### config.mk
export PLATFORM = sky130hd
export DESIGN_NAME = speaker_path_gain_control
export DESIGN_NICKNAME = d
export VERILOG_FILES = /design/src/logic/gain_channel.v /design/src/logic/speaker_path_gain_control.v
export VERILOG_INCLUDE_DIRS = /design/src /design/src/logic
export SDC_FILE = /design/constraint.sdc
export NUM_CORES = 1
export LEC_CHECK = 0
export BUFFER_PORTS_ARGS = -buffer_cell sky130_fd_sc_hd__buf_2
export CAP_MARGIN = 30
export CORE_MARGIN = 1.5
export CORE_UTILIZATION = 46
export CTS_CLUSTER_SIZE = 25
export DETAILED_ROUTE_END_ITERATION = 6
export GPL_ROUTABILITY_DRIVEN = 1
export PLACE_DENSITY = 0.71
export SYNTH_ARGS = -nofsm -noshare
export SYNTH_HDL_FRONTEND = slang
export SYNTH_SLANG_ARGS = --single-unit
export TNS_END_PERCENT = 30
### constraint.sdc
create_clock -name mclk -period 2.4 [get_ports mclk]
set_input_delay 0.24 -clock mclk [delete_from_list [all_inputs] [get_ports mclk]]
set_output_delay 0.24 -clock mclk [all_outputs]
set_load 0.02 [all_outputs]
### src/logic/spk_gain_defs.vh
`ifndef SPK_GAIN_DEFS_VH
`define SPK_GAIN_DEFS_VH
// register indices on the control port
`define REG_OUT_MUTE 7'h03
`define REG_LMIX_SEL 7'h2b
`define REG_RMIX_SEL 7'h2c
`define REG_RMIX_ATT 7'h2e
`define REG_LVOL 7'h2f
`define REG_RVOL 7'h30
// field positions
`define B_RMIX_SILENCE 5
`define B_LOUT_SILENCE 8
`define B_ROUT_SILENCE 9
`define B_LAMP_TO_OUT 7
`define B_FIRST_AUXILIARY_INPUT_DIRECT 8
`define B_APPLY 8
`define B_ZC 7
`define B_AMP_SILENCE 6
// reset values
`define RST_OUT_MUTE 16'h0320
`define RST_MIX 16'h0000
`define RST_VOL 16'h0079
`define RST_GAIN 6'h39
// timeout in ms and its tick count at 100 MHz
`define TIMEOUT_MS 16
`define CLK_KHZ 100000
`define TIMEOUT_TICKS (`TIMEOUT_MS * `CLK_KHZ)
`endif

### src/logic/gain_channel.v
`timescale 1ns/1ps
`include "spk_gain_defs.vh"
// one channel: holds pending gain and applies it on trigger
module gain_channel (
    // clock and reset
    input wire mclk,
    input wire rst,
    // control
    input wire [5:0] stored_gain,
    input wire zc_enable,
    input wire apply,
    input wire zero_cross,
    input wire timeout,
    // status
    output reg [5:0] gain_r,
    output reg pending_r
);
    // apply now, or wait for crossing or timeout
    always @(posedge mclk or posedge rst) begin
        if (rst) begin
            gain_r <= `RST_GAIN;
            pending_r <= 1'b0;
        end else if (apply && !zc_enable) begin
            gain_r <= stored_gain;
            pending_r <= 1'b0;
        end else if (apply) begin
            pending_r <= 1'b1;
        end else if (pending_r && (zero_cross || timeout || !zc_enable)) begin
            gain_r <= stored_gain;
            pending_r <= 1'b0;
        end
    end
endmodule

### src/logic/speaker_path_gain_control.v
`timescale 1ns/1ps
`include "spk_gain_defs.vh"
// Overview of operation
// right mixer sums each of seven sources only while its select bit is set
// per-path attenuation bit gives -6dB on the right mixer inputs; code stores it for bits 0-3 and 6 only
// each amplifier takes gain from own six-bit code, -57dB plus code dB
// volume codes reset to 0x39, which is 0dB
// zero-cross enable defers gain change to crossing, else immediate
// pending change applies at timeout when no crossing came first
// volume write without apply bit stores value, gain unchanged
// apply bit in either volume register updates both channels together
// software keeps system clock running while writing apply bits
// amplifier silence bit mutes amplifier, resets to 1
// output silence bits 9 right, 8 left mute outputs, reset 1
// aux one direct to left output only while bit 8 set, reset 0
// direct aux route has fixed gain, unaffected by amp volume and mute
// each speaker output mixer path has selectable -6dB attenuation; code has it on right mixer bits 0-3 and 6 only
// software configures aux one pin for audio before use
// right mixer output muted while power bit 5 set, reset 1
// left amplifier feeds left output only while bit 7 set, reset 0
// each channel applies its pending gain at own crossing or timeout
module speaker_path_gain_control #(
    parameter TIMEOUT_TICKS = `TIMEOUT_TICKS
) (
    // clock and reset
    input wire mclk,
    input wire rst,
    // register port
    input wire [6:0] reg_addr,
    input wire [15:0] reg_wdata,
    input wire reg_wr,
    output reg [15:0] reg_rdata,
    // analogue-side status
    input wire left_zero_cross,
    input wire right_zero_cross,
    input wire timeout_tick_enable,
    // mixer controls
    output wire [6:0] right_mix_select,
    output wire [6:0] right_mix_halving,
    output wire right_mixer_silence,
    output wire left_amp_to_output_select,
    output wire aux_one_direct_left_select,
    // amplifier controls
    output wire [5:0] left_amp_gain_code,
    output wire [5:0] right_amp_gain_code,
    output wire left_amp_silence,
    output wire right_amp_silence,
    output wire left_output_silence,
    output wire right_output_silence,
    output wire left_gain_pending,
    output wire right_gain_pending
);
    reg [15:0] out_mute_r;
    reg [15:0] lmix_r;
    reg [15:0] rmix_r;
    reg [15:0] ratt_r;
    reg [15:0] lvol_r;
    reg [15:0] rvol_r;
    reg [31:0] tmo_cnt_r;
    reg apply_r;
    wire tmo_pulse;
    wire wr_l;
    wire wr_r;

    // which volume register a write hits
    assign wr_l = reg_wr && (reg_addr == `REG_LVOL);
    assign wr_r = reg_wr && (reg_addr == `REG_RVOL);

    // register writes; apply bit is write-only
    always @(posedge mclk or posedge rst) begin
        if (rst) begin
            out_mute_r <= `RST_OUT_MUTE;
            lmix_r <= `RST_MIX;
            rmix_r <= `RST_MIX;
            ratt_r <= `RST_MIX;
            lvol_r <= `RST_VOL;
            rvol_r <= `RST_VOL;
            apply_r <= 1'b0;
        end else begin
            apply_r <= (wr_l || wr_r) && reg_wdata[`B_APPLY];
            if (reg_wr) begin
                case (reg_addr)
                    `REG_OUT_MUTE: out_mute_r <= reg_wdata & 16'h0320;
                    `REG_LMIX_SEL: lmix_r <= reg_wdata & 16'h0180;
                    `REG_RMIX_SEL: rmix_r <= reg_wdata & 16'h007f;
                    `REG_RMIX_ATT: ratt_r <= reg_wdata & 16'h004f;
                    `REG_LVOL: lvol_r <= reg_wdata & 16'h00ff;
                    `REG_RVOL: rvol_r <= reg_wdata & 16'h00ff;
                    default: ;
                endcase
            end
        end
    end

    // read back, unmapped reads zero
    always @* begin
        case (reg_addr)
            `REG_OUT_MUTE: reg_rdata = out_mute_r;
            `REG_LMIX_SEL: reg_rdata = lmix_r;
            `REG_RMIX_SEL: reg_rdata = rmix_r;
            `REG_RMIX_ATT: reg_rdata = ratt_r;
            `REG_LVOL: reg_rdata = lvol_r;
            `REG_RVOL: reg_rdata = rvol_r;
            default: reg_rdata = 16'h0000;
        endcase
    end

    // timeout counter, restarts on each apply
    always @(posedge mclk or posedge rst) begin
        if (rst) begin
            tmo_cnt_r <= 32'h0;
        end else if (apply_r || !timeout_tick_enable) begin
            tmo_cnt_r <= 32'h0;
        end else if (tmo_cnt_r != TIMEOUT_TICKS) begin
            tmo_cnt_r <= tmo_cnt_r + 32'h1;
        end
    end
    assign tmo_pulse = (tmo_cnt_r == TIMEOUT_TICKS - 1);

    // per-channel gain application
    gain_channel u_left (
        .mclk(mclk),
        .rst(rst),
        .stored_gain(lvol_r[5:0]),
        .zc_enable(lvol_r[`B_ZC]),
        .apply(apply_r),
        .zero_cross(left_zero_cross),
        .timeout(tmo_pulse),
        .gain_r(left_amp_gain_code),
        .pending_r(left_gain_pending)
    );
    gain_channel u_right (
        .mclk(mclk),
        .rst(rst),
        .stored_gain(rvol_r[5:0]),
        .zc_enable(rvol_r[`B_ZC]),
        .apply(apply_r),
        .zero_cross(right_zero_cross),
        .timeout(tmo_pulse),
        .gain_r(right_amp_gain_code),
        .pending_r(right_gain_pending)
    );

    // control fields out to the analogue path
    assign right_mix_select = rmix_r[6:0];
    assign right_mix_halving = ratt_r[6:0];
    assign right_mixer_silence = out_mute_r[`B_RMIX_SILENCE];
    assign left_amp_to_output_select = lmix_r[`B_LAMP_TO_OUT];
    assign aux_one_direct_left_select = lmix_r[`B_FIRST_AUXILIARY_INPUT_DIRECT];
    assign left_amp_silence = lvol_r[`B_AMP_SILENCE];
    assign right_amp_silence = rvol_r[`B_AMP_SILENCE];
    assign left_output_silence = out_mute_r[`B_LOUT_SILENCE];
    assign right_output_silence = out_mute_r[`B_ROUT_SILENCE];
endmodule

==> flow_metrics.env <==
export IMPL_outcome="finished, final reports clean"
export IMPL_dpl_hpwl_um=5930
export IMPL_fp_dieW_um=96.8
export IMPL_gr_total_overflow=0
export IMPL_fin_crit_sh_pct=87.8
export IMPL_syn_avg_cell_area_sq_um=11.5
export IMPL_cts_clk_slew_worst_paths_ns=0.09
export IMPL_cts_tree="built"
export IMPL_syn_cell_area_sq_um=4040
export IMPL_hold_path_startpoint="right_zero_cross"
export IMPL_rsz0062_at_grt="no"
export IMPL_arrival_ns=2.36
export IMPL_synth_area_leaders="dfrtp_1, dfstp_2, mux2_2, mux2_4, nor2_1"
export IMPL_wl_um=8170
export IMPL_numCtsBuffers=9
export IMPL_post_route_util_pct=54.4
export IMPL_yosys_warnings=0
export IMPL_grt_pass1_wl_um=13800
export IMPL_ys_seq_area_share_pct=50.2
export IMPL_drtIter0Drc=102
export IMPL_postPlaceCellArea_sq_um=4480
export IMPL_cts_setup_buffers=0
export IMPL_drt_pass1_iter_count=4
export IMPL_finalHoldViolCount=0
export IMPL_io_pins=80
export IMPL_fp_dieH_um=96.8
export IMPL_synth_ff_type="dfrtp_1"
export IMPL_antenna_found_initial=0
export IMPL_whs_path_depth=2
export IMPL_async_flop_share_pct=100
export IMPL_h_tree_depth=3
export IMPL_netlist_cell_type_count=56
export IMPL_insertion_delay_ns=0.36
export IMPL_worst_r2r_path_depth=5
export IMPL_power_density_nw_per_um2=587
export IMPL_fin_skew_ns=0.0152
export IMPL_min_period_ns=2.11
export IMPL_yosys_top_cells_count="dfrtp_1, nor2_1, mux2_2"
export IMPL_core_sq_um=8640
export IMPL_synth_edff_count=0
export IMPL_antenna_left=0
export IMPL_r2r_end="u_right.gain_r[2]$_DFFE_PP0P_"
export IMPL_nets=454
export IMPL_synth_top_area_cell="dfrtp_1"
export IMPL_synth_seq_cells=80
export IMPL_dieArea_sq_um=9360
export IMPL_drv_slew=0
export IMPL_timing_fmax_mhz=474
export IMPL_yosys_area_top_type_share_pct=36.5
export IMPL_drv_cap=0
export IMPL_design_area_sq_um=4700
export IMPL_r2r_slack_ns=0.29
export IMPL_cts_resized=0
export IMPL_drive_above_1_share_pct=38.8
export IMPL_crit_type="reg -> reg"
export IMPL_end_kind="register"
export IMPL_clock_sinks=80
export IMPL_grt_max_degree=81
export IMPL_ir_drop_v=0.000353
export IMPL_rr_startpoint="tmo_cnt_r[18]$_DFFE_PP0P_"
export IMPL_setup_tns_ns=0
export IMPL_crit_required_ns=2.65
export IMPL_hold_end="u_right.pending_r$_DFFE_PP0P_"
export IMPL_cp_start_kind="register"
export IMPL_area_delta_synth_final_pct=16.3
export IMPL_path_max_fanout=6
export IMPL_root_buffer="clkbuf_8"
export IMPL_diodes=0
export IMPL_synth_most_common_cell="dfrtp_1"
export IMPL_rows=34
export IMPL_clock_path_buffers=2
export IMPL_gr_usage_all_layers_pct=18.4
export IMPL_place_congestion=0.846
export IMPL_vias=2878
export IMPL_leakage_nw=2.19
export IMPL_grt_pass1_vias=2942
export IMPL_vias_per_cell=5.37
export IMPL_drcViolationCount=0
export IMPL_routedWlPerCell_um=15.2
export IMPL_setup_viol=0
export IMPL_initial_core_util_pct=46.8
export IMPL_min_path_type="in -> reg"
export IMPL_netlist_instances=351
export IMPL_io_buffers=65
metal layers:
metal	GRT usage, %	share of wire (%)	vias to the layer above
met4	6.69	1.4	0
met2	31.5	51	78
met5	0	0	-
met1	22.4	43	1412
li1	-	-	1380
met3	4.84	5.0	8
cells in the final DEF, fill, tap and decap left out, types with 3 or more instances in the layout:
| master | n |
|---|---|
| clkbuf_8 | 9 |
| a21oi_1 | 4 |
| mux2_2 | 29 |
| o21ai_0 | 3 |
| dfstp_2 | 21 |
| mux2i_1 | 9 |
| dfrtp_1 | 59 |
| or3_1 | 6 |
| mux2_1 | 4 |
| nor3_1 | 8 |
| xor2_1 | 7 |
| a221o_1 | 6 |
| nor4_1 | 9 |
| buf_2 | 65 |
| nor2_1 | 42 |
| mux2_4 | 12 |
| nand4_1 | 4 |
| nand3_1 | 8 |
| conb_1 | 8 |
| buf_4 | 6 |
| nand2_1 | 18 |
| inv_1 | 14 |
| nor2b_1 | 3 |
| xnor2_1 | 18 |
worst max path at each step:
| stage | start | end | slack, ns |
|---|---|---|---|
| 2_1_floorplan | rst | apply_r$_DFF_PP0_ | 0.14 |
| 3_3_place_gp | tmo_cnt_r[10]$_DFFE_PP0P_ | u_right.gain_r[1]$_DFFE_PP0P_ | 0.29 |
| 3_5_place_dp | tmo_cnt_r[16]$_DFFE_PP0P_ | u_left.gain_r[1]$_DFFE_PP0P_ | 0.25 |
| 4_1_cts | tmo_cnt_r[16]$_DFFE_PP0P_ | u_right.gain_r[2]$_DFFE_PP0P_ | 0.25 |
| 5_1_grt | tmo_cnt_r[16]$_DFFE_PP0P_ | u_right.gain_r[2]$_DFFE_PP0P_ | 0.10 |
| 6_report | tmo_cnt_r[18]$_DFFE_PP0P_ | u_right.gain_r[2]$_DFFE_PP0P_ | 0.29 |
power by group:
| part | internal (mW) | switching, mW | total, mW |
|---|---|---|---|
| Combinational | 0.0970 | 0.146 | 0.243 |
| Sequential | 1.42 | 0.0467 | 1.46 |
| Clock | 0.504 | 0.548 | 1.05 |
metrics by stage:
step / total power, mW / setup WS, ns / std cells / hold WS [ns]
after floorplan: 1.65 / 0.143 / 358 / 0.340
after CTS: 2.79 / 0.250 / 536 / 0.0885
after detailed placement: 1.73 / 0.254 / 519 / 0.371
final: 2.76 / 0.293 / 536 / 0.102
after global placement: 1.72 / 0.291 / 519 / 0.371
after global routing: 2.87 / 0.103 / 536 / 0.0842
layout make-up:
cell class | instances | area, sq um
clock buffer | 9 | 124
timing repair buffer | 73 | 400
clock inverter | 7 | 86.3
sequential | 80 | 2030
multi-input combinational | 244 | 1870
fill | 768 | 3930
tap | 108 | 135
inverter | 15 | 56.3
critical path, cell delays in order (launching register included):
cell and delay [ns]:
dfrtp_1 0.42, nor4_1 0.33, nand4_1 0.25, nor4_4 0.44
o31a_4 0.26, mux2_4 0.31
repair_timing:
item,in CTS,in global routing
endpoints found under the hold margin,59,0
endpoints found under the setup margin,0,0
hold buffers,1,0
state kept, by name, indices dropped and copies added (netlist names), 2 cells and up:
signal and cells:
tmo_cnt_r 32, lvol_r 8, rvol_r 8, rmix_r 7
u_left.gain_r 6, u_right.gain_r 6, ratt_r 5, out_mute_r 3
lmix_r 2
logic make-up (layout without fill, tap and decap cells):
logic type | Yosys count | after routing | synth area share (%)
flops | 80 | 80 | 50.2
fa+ha+maj | 2 | 2 | 0.619
buf+inv | 34 | 104 | 4.21
compound gates | 26 | 26 | 5.51
xor+xnor | 25 | 25 | 5.41
simple gates | 129 | 129 | 18.1
mux | 54 | 54 | 15.9
other cells | 1 | 8 | 0.0927
No activity file was read; power rests on OpenSTA's default activity.
